File: src/common/port_mux_pkg.sv
// Constants for the three-pin port with serial-channel pin sharing
//
// Contract
// - Function select 0: pin two is general I/O by direction; 1: serial data out.
// - Function select 0: pin one general I/O by direction; 1: serial data in.
// - Pin zero: select 1 carries serial clock, input if clock-source bit is 1.
// - General I/O direction 1 means output, 0 means input; directions reset to 0.
// - Pins float in reset, hold in sleep/subsleep/watch, work in active/subactive.
// - In standby pins float, but a pin with pull-up on shows high.
// - Pull-up is on only when direction is 0 and pull-up enable is 1.
// - Each of the three pins has its own writable pull-up enable bit.
// - After reset every pull-up is off until software enables it.
package port_mux_pkg;
    localparam int PIN_COUNT = 3;
    localparam int ADDR_W = 4;
    // ------------------------------------------------------------
    // Register offsets
    // ------------------------------------------------------------
    localparam logic [3:0] OFS_DATA = 4'h0;
    localparam logic [3:0] OFS_DIRECTION = 4'h1;
    localparam logic [3:0] OFS_PULLUP = 4'h2;
    localparam logic [3:0] OFS_FUNCTION = 4'h3;
    localparam logic [3:0] OFS_SERIAL_CTRL = 4'h4;
    localparam logic [3:0] OFS_PIN_STATE = 4'h5;
    // ------------------------------------------------------------
    // Field positions and reset values
    // ------------------------------------------------------------
    localparam int BIT_CLOCK = 0;
    localparam int BIT_DATA_IN = 1;
    localparam int BIT_DATA_OUT = 2;
    localparam int BIT_CLOCK_SOURCE = 0;
    localparam logic [7:0] RESET_BYTE = 8'h00;
    localparam logic [7:0] WRITE_ONLY_READ = 8'hFF;
    // ------------------------------------------------------------
    // Operating modes
    // ------------------------------------------------------------
    typedef enum logic [2:0] {
        MODE_RUN = 3'h1,
        MODE_HOLD = 3'h2,
        MODE_STANDBY = 3'h4
    } op_mode_t;
endpackage : port_mux_pkg

File: src/design/three_pin_port.sv
// Three-pin port with serial pin sharing, pull-ups and mode-dependent pin states
//
// Added by the designer: strobed register access and the placing of the registers.
`timescale 1ns/1ns
module three_pin_port (
    // Clock and reset
    input wire logic sys_clk,
    input wire logic rst_n,
    // Register port
    input wire logic [3:0] regAddr,
    input wire logic [7:0] regWdata,
    input wire logic regWrite,
    input wire logic regRead,
    output logic [7:0] regRdata,
    // Operating mode: sleep, subsleep and watch share the hold request
    input wire logic holdMode,
    input wire logic standbyMode,
    // Serial unit side
    input wire logic serialDataOut,
    input wire logic serialClockOut,
    output logic serialDataIn,
    output logic serialClockIn,
    // Pins
    input wire logic [2:0] pinIn,
    output logic [2:0] pinOut,
    output logic [2:0] pinOe,
    output logic [2:0] pullupOn
);
    // ------------------------------------------------------------
    // Registers
    // ------------------------------------------------------------
    logic [2:0] portData;
    logic [2:0] pinDirection;
    logic [2:0] pinPullupEnable;
    logic [2:0] pinFunctionSelect;
    logic serialClockSource;
    logic [2:0] pinSync1;
    logic [2:0] pinSync2;
    port_mux_pkg::op_mode_t mode;
    port_mux_pkg::op_mode_t next_mode;

    wire writeData = regWrite && regAddr == port_mux_pkg::OFS_DATA;
    wire writeDir = regWrite && regAddr == port_mux_pkg::OFS_DIRECTION;
    wire writePull = regWrite && regAddr == port_mux_pkg::OFS_PULLUP;
    wire writeFunc = regWrite && regAddr == port_mux_pkg::OFS_FUNCTION;
    wire writeSer = regWrite && regAddr == port_mux_pkg::OFS_SERIAL_CTRL;

    always_ff @(posedge sys_clk or negedge rst_n) begin
        if (!rst_n) begin
            portData <= 3'h0;
            pinDirection <= 3'h0;
            pinPullupEnable <= 3'h0;
            pinFunctionSelect <= 3'h0;
            serialClockSource <= 1'h0;
        end else begin
            if (writeData) portData <= regWdata[2:0];
            if (writeDir) pinDirection <= regWdata[2:0];
            if (writePull) pinPullupEnable <= regWdata[2:0];
            if (writeFunc) pinFunctionSelect <= regWdata[2:0];
            if (writeSer) serialClockSource <= regWdata[port_mux_pkg::BIT_CLOCK_SOURCE];
        end
    end

    // ------------------------------------------------------------
    // Pin input synchroniser
    // ------------------------------------------------------------
    always_ff @(posedge sys_clk or negedge rst_n) begin
        if (!rst_n) begin
            pinSync1 <= 3'h0;
            pinSync2 <= 3'h0;
        end else begin
            pinSync1 <= pinIn;
            pinSync2 <= pinSync1;
        end
    end

    // ------------------------------------------------------------
    // Mode tracking; standby wins over hold
    // ------------------------------------------------------------
    always_comb begin
        if (standbyMode) next_mode = port_mux_pkg::MODE_STANDBY;
        else if (holdMode) next_mode = port_mux_pkg::MODE_HOLD;
        else next_mode = port_mux_pkg::MODE_RUN;
    end

    always_ff @(posedge sys_clk or negedge rst_n) begin
        if (!rst_n) mode <= port_mux_pkg::MODE_RUN;
        else mode <= next_mode;
    end

    // ------------------------------------------------------------
    // Per-pin selection
    // ------------------------------------------------------------
    logic [2:0] cellOut;
    logic [2:0] cellOe;
    logic [2:0] cellPull;
    logic [2:0] serialSelect;
    logic [2:0] serialDrives;
    logic [2:0] serialSource;

    assign serialSelect = pinFunctionSelect;
    assign serialDrives[port_mux_pkg::BIT_DATA_OUT] = 1'b1;
    assign serialDrives[port_mux_pkg::BIT_DATA_IN] = 1'b0;
    assign serialDrives[port_mux_pkg::BIT_CLOCK] = ~serialClockSource;
    assign serialSource[port_mux_pkg::BIT_DATA_OUT] = serialDataOut;
    assign serialSource[port_mux_pkg::BIT_DATA_IN] = 1'b0;
    assign serialSource[port_mux_pkg::BIT_CLOCK] = serialClockOut;

    genvar i;
    generate
        for (i = 0; i < port_mux_pkg::PIN_COUNT; i++) begin : g_pin
            port_pin_cell u_cell (
                .serialSelect(serialSelect[i]),
                .serialDrives(serialDrives[i]),
                .direction(pinDirection[i]),
                .pullupEnable(pinPullupEnable[i]),
                .portData(portData[i]),
                .serialOut(serialSource[i]),
                .pinOut(cellOut[i]),
                .pinOe(cellOe[i]),
                .pullupOn(cellPull[i])
            );
        end
    endgenerate

    // ------------------------------------------------------------
    // Pin outputs by mode
    // ------------------------------------------------------------
    // Standby floats the pin but lets the pull-up hold it high
    wire [2:0] standbyPull = cellPull;
    logic [2:0] next_pinOut;
    logic [2:0] next_pinOe;
    logic [2:0] next_pullupOn;

    always_comb begin
        unique case (mode)
            port_mux_pkg::MODE_RUN: begin
                next_pinOut = cellOut;
                next_pinOe = cellOe;
                next_pullupOn = cellPull;
            end
            port_mux_pkg::MODE_HOLD: begin
                next_pinOut = pinOut;
                next_pinOe = pinOe;
                next_pullupOn = pullupOn;
            end
            default: begin
                next_pinOut = 3'h0;
                next_pinOe = 3'h0;
                next_pullupOn = standbyPull;
            end
        endcase
    end

    always_ff @(posedge sys_clk or negedge rst_n) begin
        if (!rst_n) begin
            pinOut <= 3'h0;
            pinOe <= 3'h0;
            pullupOn <= 3'h0;
            serialDataIn <= 1'h0;
            serialClockIn <= 1'h0;
        end else begin
            pinOut <= next_pinOut;
            pinOe <= next_pinOe;
            pullupOn <= next_pullupOn;
            serialDataIn <= serialSelect[port_mux_pkg::BIT_DATA_IN]
                & pinSync2[port_mux_pkg::BIT_DATA_IN];
            serialClockIn <= serialSelect[port_mux_pkg::BIT_CLOCK] & serialClockSource
                & pinSync2[port_mux_pkg::BIT_CLOCK];
        end
    end

    // ------------------------------------------------------------
    // Read-back
    // ------------------------------------------------------------
    // Direction is write-only and reads as all ones
    logic [7:0] readMux;
    always_comb begin
        unique case (regAddr)
            port_mux_pkg::OFS_DATA: readMux = {5'h00, portData};
            port_mux_pkg::OFS_DIRECTION: readMux = port_mux_pkg::WRITE_ONLY_READ;
            port_mux_pkg::OFS_PULLUP: readMux = {5'h00, pinPullupEnable};
            port_mux_pkg::OFS_FUNCTION: readMux = {5'h00, pinFunctionSelect};
            port_mux_pkg::OFS_SERIAL_CTRL: readMux = {7'h00, serialClockSource};
            port_mux_pkg::OFS_PIN_STATE: readMux = {5'h00, pinSync2};
            default: readMux = port_mux_pkg::RESET_BYTE;
        endcase
    end

    always_ff @(posedge sys_clk or negedge rst_n) begin
        if (!rst_n) regRdata <= 8'h00;
        else if (regRead) regRdata <= readMux;
        else regRdata <= 8'h00;
    end
endmodule : three_pin_port

File: src/design/port_pin_cell.sv
// One pin's output, enable and pull-up selection
`timescale 1ns/1ns
module port_pin_cell (
    // Configuration
    input wire logic serialSelect,
    input wire logic serialDrives,
    input wire logic direction,
    input wire logic pullupEnable,
    // Sources
    input wire logic portData,
    input wire logic serialOut,
    // Results
    output logic pinOut,
    output logic pinOe,
    output logic pullupOn
);
    assign pinOut = serialSelect ? serialOut : portData;
    assign pinOe = serialSelect ? serialDrives : direction;
    assign pullupOn = pullupEnable & ~direction;
endmodule : port_pin_cell

File: config.mk
export PLATFORM = sky130hd
export DESIGN_NAME = three_pin_port
export DESIGN_NICKNAME = d
export VERILOG_FILES = /design/src/common/port_mux_pkg.sv /design/src/design/three_pin_port.sv /design/src/design/port_pin_cell.sv
export SDC_FILE = /design/constraint.sdc
export NUM_CORES = 1
export LEC_CHECK = 0
export BUFFER_PORTS_ARGS = -buffer_cell sky130_fd_sc_hd__buf_2
export CAP_MARGIN = 20
export CORE_UTILIZATION = 39
export CTS_BUF_LIST = sky130_fd_sc_hd__clkbuf_16
export DETAILED_ROUTE_END_ITERATION = 8
export SYNTH_ARGS = -nofsm -noshare
export SYNTH_HDL_FRONTEND = slang
export SYNTH_SLANG_ARGS = --single-unit
File: constraint.sdc
create_clock -name sys_clk -period 2.4 [get_ports sys_clk]
set_input_delay 0.48 -clock sys_clk [delete_from_list [all_inputs] [get_ports sys_clk]]
set_output_delay 0.48 -clock sys_clk [all_outputs]
set_load 0.02 [all_outputs]
==> results of run 1 <==
-- area by class of cell --
type	instances	area [um^2]	share of cell area, %
clock buffers	5	125	6.47
clock inverters	3	17.5	0.906
multi-input cells	78	617	31.9
flip-flops and latches	37	927	47.9
well taps	48	60.1	3.10
repair buffers	37	188	9.70
-- how the worst max path moves through the flow --
stage                                 end  slack [ps]
final                     pinDirection[2]        1010
after global placement    pinDirection[1]         760
after global routing          pullupOn[0]         870
after detailed placement  pinDirection[2]         730
after CTS                     pullupOn[0]        1000
after floorplan           pinDirection[0]         930
-- state kept, by name (all words and copies together), names as in the netlist --
| signal | cells |
|---|---|
| pullupOn | 3 |
| serialDataIn | 1 |
| pinDirection | 3 |
| pinOe | 3 |
| regRdata | 4 |
| pinFunctionSelect | 3 |
| serialClockSource | 1 |
| pinSync1 | 3 |
| portData | 3 |
| mode | 3 |
| pinSync2 | 3 |
| serialClockIn | 1 |
| pinPullupEnable | 3 |
| pinOut | 3 |
-- power by group --
| part | switching [uW] | leakage [uW] | internal, uW | total (uW) |
|---|---|---|---|---|
| logic | 115 | 0.000438 | 122 | 237 |
| clock network | 239 | 0.0000712 | 380 | 620 |
| registers | 59.4 | 0.000468 | 706 | 766 |
| total | 413 | 0.000977 | 1210 | 1620 |
-- per-layer routing --
| layer | GRT usage (%) | up-vias |
|---|---|---|
| met3 | 5.34 | 8 |
| met1 | 19.2 | 521 |
| met2 | 24.6 | 22 |
| li1 | - | 491 |
| met5 | 0 | - |
| met4 | 7.18 | 0 |
-- layout by cell type, fill, tap and decap left out, drive strengths merged, types with 2 or more instances in the layout --
cell type   n
a21oi       3
a22o        2
and2        4
and2b       2
buf        37
clkbuf      5
clkinv      3
dfrtp      36
mux2       14
mux2i       5
nand2      12
nand2b      6
nor2        6
nor2b       2
nor3        3
nor3b       2
o21ai       9
o22ai       2
-- cell families after synthesis --
group	after synthesis
AND/OR/NAND/NOR	42
AO/OA/AOI/OAI	17
flip-flops	37
multiplexers	19
buffers and inverters	8
-- worst max-delay path, cell delays in order --
cell and delay [ps]:
buf_2 160, nor2_4 140, nand2_4 80, nor3b_4 310, mux2_2 370
-- per-stage QoR --
stage               cell area, um^2  total power (uW)  hold slack, ps
floorplan                      1610               932             184
global placement               1790              1010             332
detailed placement             1790              1020             338
CTS                            1930              1640             304
global route                   1930              1710             302
finish                         1930              1620             283
-- Yosys cell counts, drive strengths merged --
master	number	share of area (%)
nand4b	1	0.54
nand2b	6	2.3
nor2	6	1.9
o22ai	2	0.78
nand3b	1	1.2
a31oi	1	0.39
dfrtp	36	56
nand2	12	3.3
nor3	3	1.6
and4b	1	0.62
a21oi	3	0.93
a22o	2	1.1
buf	8	4.0
and2	4	1.7
nor2b	2	0.78
and2b	2	0.93
nor3b	2	1.6
and3	1	0.39
mux2	14	11
o21ai	9	2.8
dfstp	1	1.6
mux2i	5	3.1
nand3	1	1.1
==> flow_summary.json, run 1 <==
{
  "status": "complete, no violations",
  "setup_violations": 0,
  "vdd_drop_max_uv": 406,
  "core_region_area_um2": 3800,
  "postSynthAreaPerCell_um2": 13.1,
  "nets": 182,
  "synthToLayoutAreaGrowth_pct": 20.2,
  "yosysSeqAreaShare_pct": 57.6,
  "highest_layer": "met4",
  "wl_met1_mm": 1.28,
  "timing.rr.start": "mode[2]",
  "num-fill-cells": 346,
  "reg2reg_depth": 3,
  "yosys.area_share.simple_pct": 18.0,
  "ys_ff_latch": 37,
  "rsz0062_at_grt": "no",
  "rrSetupSlack_ps": 1040,
  "cts_max_level": 2,
  "cts.hold.buffers_added": 0,
  "grt_pass1_vias": 1083,
  "postSynthCellCount": 123,
  "cts_root_buffer": "clkbuf_16",
  "r2r-end": "pullupOn[0]",
  "end_kind": "flip-flop",
  "cp.required_ps": 2560,
  "first_iter_violations": 48,
  "grt_max_degree": 38,
  "postSynthNetCount": 146,
  "place.gp.congestion": 0.724,
  "numClockSinks": 37,
  "antenna_found_initial": 0,
  "worst_ep_arrival_time_ps": 1550,
  "synth_xor_area_share_pct": 0,
  "place.detailed.hpwl_mm": 2.08,
  "overflow": 0,
  "synth_fa_ha_area_share_pct": 0,
  "clk_path_buf_depth": 2,
  "remaining_drc_errors": 0,
  "maxSlewHeadroom_pct": 47.6,
  "setup_tns_ps": 0,
  "n_antenna_cell": 0,
  "hp-class": "in2async",
  "die_area_um2": 4390,
  "place_inst": 200,
  "cts_tree": "built",
  "critPathMaxFanout": 10,
  "synth_compound_area_share_pct": 5.99,
  "clock_latency_ps": 280,
  "viasPerCell": 5.01,
  "max_cap_viol_count": 0,
  "detail-route-antenna-nets": 0,
  "synth_area_um2": 1610,
  "fmax_mhz": 720,
  "grtUsageTotal_pct": 15.6,
  "cts_resized": 0,
  "p_leak_uw": 0.000977,
  "worst_pin_slew_ps": 786,
  "fin_crit_ps": 1390,
  "via_count": 1042,
  "first_pass_iters": 4,
  "grt_pass1_wl_mm": 4.96,
  "dr_wl_met2_mm": 1.32,
  "post-cts-setup-buffers": 0,
  "wl_per_cell_um": 13.5,
  "dp_slack_ps": 729,
  "drv_slew": 0,
  "start_util_pct": 42.4,
  "cts_buffers": 5,
  "synth_top_family_by_area": "simple AND/OR/NAND/NOR gates",
  "hold_violations": 0,
  "setup_slack_ps": 1010,
  "wl_met3_um": 146,
  "crit_type": "in2reg",
  "fin_cells": 208,
  "drive_gt1_share_pct": 41.3,
  "synth_cell_types": 31,
  "clock_skew_ps": 3.84,
  "ios": 42,
  "io_buffers": 36,
  "clk_pin_slew_worst_paths_ps": 50,
  "crit_start": "regAddr[2]",
  "die_w_um": 66.2,
  "start_kind": "primary input",
  "rows": 22,
  "die_h_um": 66.2,
  "finalCritPeriodShare_pct": 57.9,
  "power_density_nw_per_um2": 839,
  "yosysWarnings": 0,
  "synthMuxAreaShare_pct": 14.3,
  "wl_mm": 2.80,
  "utilization_pct": 50.9
}
No activity file was read; power rests on OpenSTA's default activity.
==> run 2: changes to the inputs <==
clock period = 1.15 ns   (was 2.4 ns; I/O delays follow)
==> run 2 against run 1 <==
Compared with the run above: sequential power is 110% higher; via count rose by 3.0%; register-to-register slack worse by 970 ps; cell count up 6.3%; non-clock buffer count up 13; flip-flop and latch count did not move; global-route usage fell by 0.23 points; clock power increased by 140%; worst hold slack got worse by 230 ps; largest power group unchanged; utilization grew 4.1 points; critical endpoint is now pinOe[1]; setup slack got worse by 940 ps; power rose by 120%.
==> flow_summary.json, run 2 (same netlist as run 1, synthesis figures left out) <==
{
  "grt_max_degree": 22,
  "largest_register_ffs": 4,
  "seq_power_share_pct": 44.0,
  "remaining_drc_errors": 0,
  "layout_common_cells": "36 x buf_2, 36 x dfrtp_1, 11 x nand2_1, 11 x buf_4, 9 x o21ai_0",
  "maxSlewHeadroom_pct": 83.7,
  "cts_root_buffer": "clkbuf_16",
  "wl_per_cell_um": 13.4,
  "cp.required_ps": 1310,
  "whs_ps": 57.6,
  "vdd_drop_max_uv": 1060,
  "start_kind": "flip-flop",
  "io_buffers": 36,
  "n_antenna_cell": 0,
  "fin_area_um2": 2090,
  "detail-route-antenna-nets": 0,
  "fin_total_pwr_uw": 3640,
  "rsz0062_at_grt": "no",
  "numClockSinks": 37,
  "first_iter_violations": 53,
  "place.gp.congestion": 0.728,
  "placed_cell_area_um2": 1890,
  "hold_violations": 0,
  "clk_path_buf_depth": 2,
  "switching_power_uw": 870,
  "dp_slack_ps": -533,
  "max_cap_viol_count": 0,
  "rows": 22,
  "sw_frac_of_total_pct": 23.9,
  "viasPerCell": 4.86,
  "cts_max_level": 2,
  "critPathMaxFanout": 3,
  "start_util_pct": 42.4,
  "fin_crit_ps": 1080,
  "drive_gt1_share_pct": 45.1,
  "worst_ep_arrival_time_ps": 1250,
  "worst_pin_slew_ps": 244,
  "via_count": 1073,
  "antenna_found_initial": 0,
  "p_leak_uw": 0.00106,
  "drv_slew": 0,
  "ios": 42,
  "first_pass_iters": 4,
  "clock_skew_ps": 1.49,
  "die_area_um2": 4390,
  "power_density_nw_per_um2": 1740,
  "clock_latency_ps": 270,
  "clock_power_share_pct": 41.1,
  "status": "complete, no violations",
  "synthToLayoutAreaGrowth_pct": 29.9,
  "grt_pass1_vias": 1117,
  "die_h_um": 66.2,
  "wl_mm": 2.97,
  "die_w_um": 66.2,
  "finalCritPeriodShare_pct": 94.2,
  "internal-power_uw": 2770,
  "fmax_mhz": 923,
  "setup_slack_ps": 66.4,
  "crit_type": "reg2reg",
  "setup_tns_ps": 0,
  "hp-class": "in2reg",
  "cts_buffers": 5,
  "place.detailed.hpwl_mm": 2.19,
  "setup_violations": 0,
  "end_kind": "flip-flop",
  "grtUsageTotal_pct": 15.4,
  "comb_power_share_pct": 14.9,
  "cts_tree": "built",
  "core_region_area_um2": 3800,
  "top_register": "regRdata",
  "grt_pass1_wl_mm": 4.94,
  "overflow": 0,
  "nets": 195,
  "clk_pin_slew_worst_paths_ps": 50
}
## run 2: changes by cell type in the layout (fill, tap and decap cells not counted)
cell / before / now
clkinv_2: 1 / 0
buf_12: 0 / 2
nor3b_4: 1 / 2
clkinv_4: 1 / 0
buf_4: 1 / 11
nor3b_1: 1 / 0
inv_1: 0 / 1
dlygate4sd3_1: 0 / 1
bufinv_16: 0 / 1
## run 2: worst paths after layout
| path | startpoint | to | slack, ps | cells after the start |
|---|---|---|---|---|
| max in group asynchronous | rst_n | mode[0] | 330 | 3 |
| hold reg to reg | pinSync1[2] | pinSync2[2] | 350 | 0 |
| hold / removal | pinIn[2] | pinSync1[2] | 60 | 1 |
| setup / recovery | mode[0] | pinOe[1] | 70 | 3 |
| setup reg to reg | mode[0] | pinOe[1] | 70 | 3 |
| min in group asynchronous | rst_n | pinSync1[1] | 350 | 2 |
## run 2: stage by stage
| stage | utilization [%] | cells |
|---|---|---|
| 2_1_floorplan | - | 123 |
| 3_3_place_gp | 49.8 | 210 |
| 3_5_place_dp | 49.8 | 210 |
| 4_1_cts | 54.6 | 219 |
| 5_1_grt | 55.0 | 221 |
| 6_report | 55.0 | 221 |
## run 2: layout make-up
type / instances / area [um^2]
clock buffer: 5 / 125
clock inverter: 3 / 37.5
fill: 343 / 1710
multi-input combinational: 78 / 628
sequential: 37 / 927
tap: 48 / 60.1
timing repair buffer: 50 / 313
## run 2: layer usage
layer  global-route usage, %  share of wire, %  up-vias
met2                    25.1                49       19
met4                    7.45               1.6        0
met5                       0                 0        -
met3                    5.86               4.8        5
met1                    17.6                45      531
li1                        -                 -      518
## run 2: what timing repair did
action                                  in CTS  in global routing
setup buffers                                0                  2
hold buffers                                 1                  0
resized for setup                            2                  0
hold endpoints to repair                     7                  0
endpoints found under the setup margin       9                  3
pin swaps                                    0                  1
## run 2: power by group through the flow
stage               combinational (uW)  sequential (uW)  clock [uW]
finish                             544             1600        1500
global route                       599             1630        1580
CTS                                549             1600        1540
detailed placement                 540             1620           0
global placement                   532             1620           0
floorplan                          298             1650           0
## run 2: critical path: stages (launching register included)
cell	delay [ps]
dfstp_2	560
nor3b_4	50
buf_4	140
a22o_1	220
==> run 3: changes to the inputs <==
BUFFER_PORTS_ARGS = default   (was -buffer_cell sky130_fd_sc_hd__buf_2)
DONT_BUFFER_PORTS = 1   (was default)
==> run 3 against run 2 <==
Compared with the run above: flip-flop and latch count is the same; critical endpoint is now regRdata[0]; sequential power grew 4%; routed wire length shrank 4.0%.
==> flow_summary.json, run 3 (same netlist as run 1, synthesis figures left out) <==
{
  "n_antenna_cell": 0,
  "reg2reg_depth": 4,
  "cts_tree": "built",
  "placed_cell_area_um2": 1640,
  "nets": 155,
  "place.detailed.hpwl_mm": 1.98,
  "p_leak_uw": 0.000859,
  "max_cap_viol_count": 0,
  "rrSetupSlack_ps": 70,
  "grt_pass1_wl_mm": 4.62,
  "utilization_pct": 49.1,
  "wl_mm": 2.85,
  "layout_common_cells": "36 x dfrtp_1, 11 x nand2_1, 9 x o21ai_0, 8 x mux2_2",
  "remaining_drc_errors": 0,
  "wl_per_cell_um": 15.7,
  "worst_ep_arrival_time_ps": 1230,
  "overflow": 0,
  "finalCritPeriodShare_pct": 93.9,
  "first_iter_violations": 31,
  "clk_path_buf_depth": 2,
  "final_common_cell": "dfrtp_1",
  "viasPerCell": 5.19,
  "cp.required_ps": 1300,
  "detail-route-antenna-nets": 0,
  "fmax_mhz": 926,
  "synthToLayoutAreaGrowth_pct": 16.0,
  "io_buffers": 0,
  "place.gp.congestion": 0.716,
  "cts_root_buffer": "clkbuf_16",
  "power_density_nw_per_um2": 1780,
  "clk_pin_slew_worst_paths_ps": 60,
  "worst_pin_slew_ps": 267,
  "cts_buffers": 5,
  "status": "complete, no violations",
  "cts_max_level": 2,
  "setup_slack_ps": 70.6,
  "r2r-end": "regRdata[0]",
  "maxSlewHeadroom_pct": 82.2,
  "rows": 22,
  "min_delay_worst_endpoint": "mode[1]",
  "fin_crit_ps": 1080,
  "hold_violations": 0,
  "whs_ps": 11.1,
  "first_pass_iters": 4,
  "via_count": 939,
  "top_register": "regRdata",
  "grt_pass1_vias": 1013,
  "min_from": "standbyMode",
  "grt_max_degree": 38,
  "numClockSinks": 37,
  "start_kind": "flip-flop",
  "drive_gt1_share_pct": 25.6,
  "hp-class": "in2reg",
  "die_h_um": 66.2,
  "largest_register_ffs": 4,
  "core_region_area_um2": 3800,
  "min_path_cells": 1,
  "drv_slew": 0,
  "antenna_found_initial": 0,
  "start_util_pct": 42.4,
  "dp_slack_ps": -46.8,
  "rsz0062_at_grt": "no",
  "setup_violations": 0,
  "clock_latency_ps": 270,
  "clock_skew_ps": 4.56,
  "end_kind": "flip-flop",
  "fin_area_um2": 1870,
  "timing.rr.start": "pinFunctionSelect[0]",
  "vdd_drop_max_uv": 814,
  "critPathMaxFanout": 6,
  "grtUsageTotal_pct": 14.8,
  "die_w_um": 66.2,
  "die_area_um2": 4390,
  "post-cts-setup-buffers": 0,
  "crit_type": "reg2reg",
  "ios": 42
}
## run 3: per-layer routing
layer	vias up	part of all wire, %	global-route usage (%)	routed length, um
met1	464	42	16.9	1190
met3	8	7.5	6.90	213
met4	0	2.2	7.98	63
li1	440	-	-	-
met2	27	49	22.7	1390
met5	-	0	0	0
## run 3: cell type report
class,count,area (um^2)
fill,343,1930
sequential,37,927
multi-input combinational,78,622
clock buffer,5,125
timing repair buffer,10,115
tap,48,60.1
clock inverter,3,17.5
## run 3: critical path, cell delays in order, from the launching register on
cell     delay, ps
dfrtp_1        440
mux2i_1        210
nor3_1          70
a31oi_1        150
a21oi_1         90
## run 3: per-stage QoR
step           total power (uW)  TNS [ps]  instances
6_report                   3320         0        181
5_1_grt                    3470         0        181
4_1_cts                    3320         0        179
3_5_place_dp               2010      -129        166
3_3_place_gp               2000     -72.8        166
2_1_floorplan              1940      -158        123
## run 3: repair_timing
item                       CTS  global route
hold buffers                 5             2
gates resized for setup      0             1
hold endpoints to repair    42            37
setup endpoints to repair    0             7
## run 3: where the power goes
group,internal (uW),switching (uW),total (uW)
logic,228,130,357
clock network,793,496,1290
registers,1470,196,1670
total,2500,821,3320
## run 3: how the worst max path moves through the flow
stage                                  to  cells past startpoint                  from  slack [ps]
after floorplan           pinDirection[0]                      5            regAddr[2]         -50
after global placement    pinDirection[1]                      4            regAddr[3]         -30
after detailed placement  pinDirection[0]                      4            regAddr[3]         -50
after CTS                       pinOut[2]                      4               mode[2]          40
after global routing            pinOut[1]                      3               mode[0]          20
final                         regRdata[0]                      4  pinFunctionSelect[0]          70
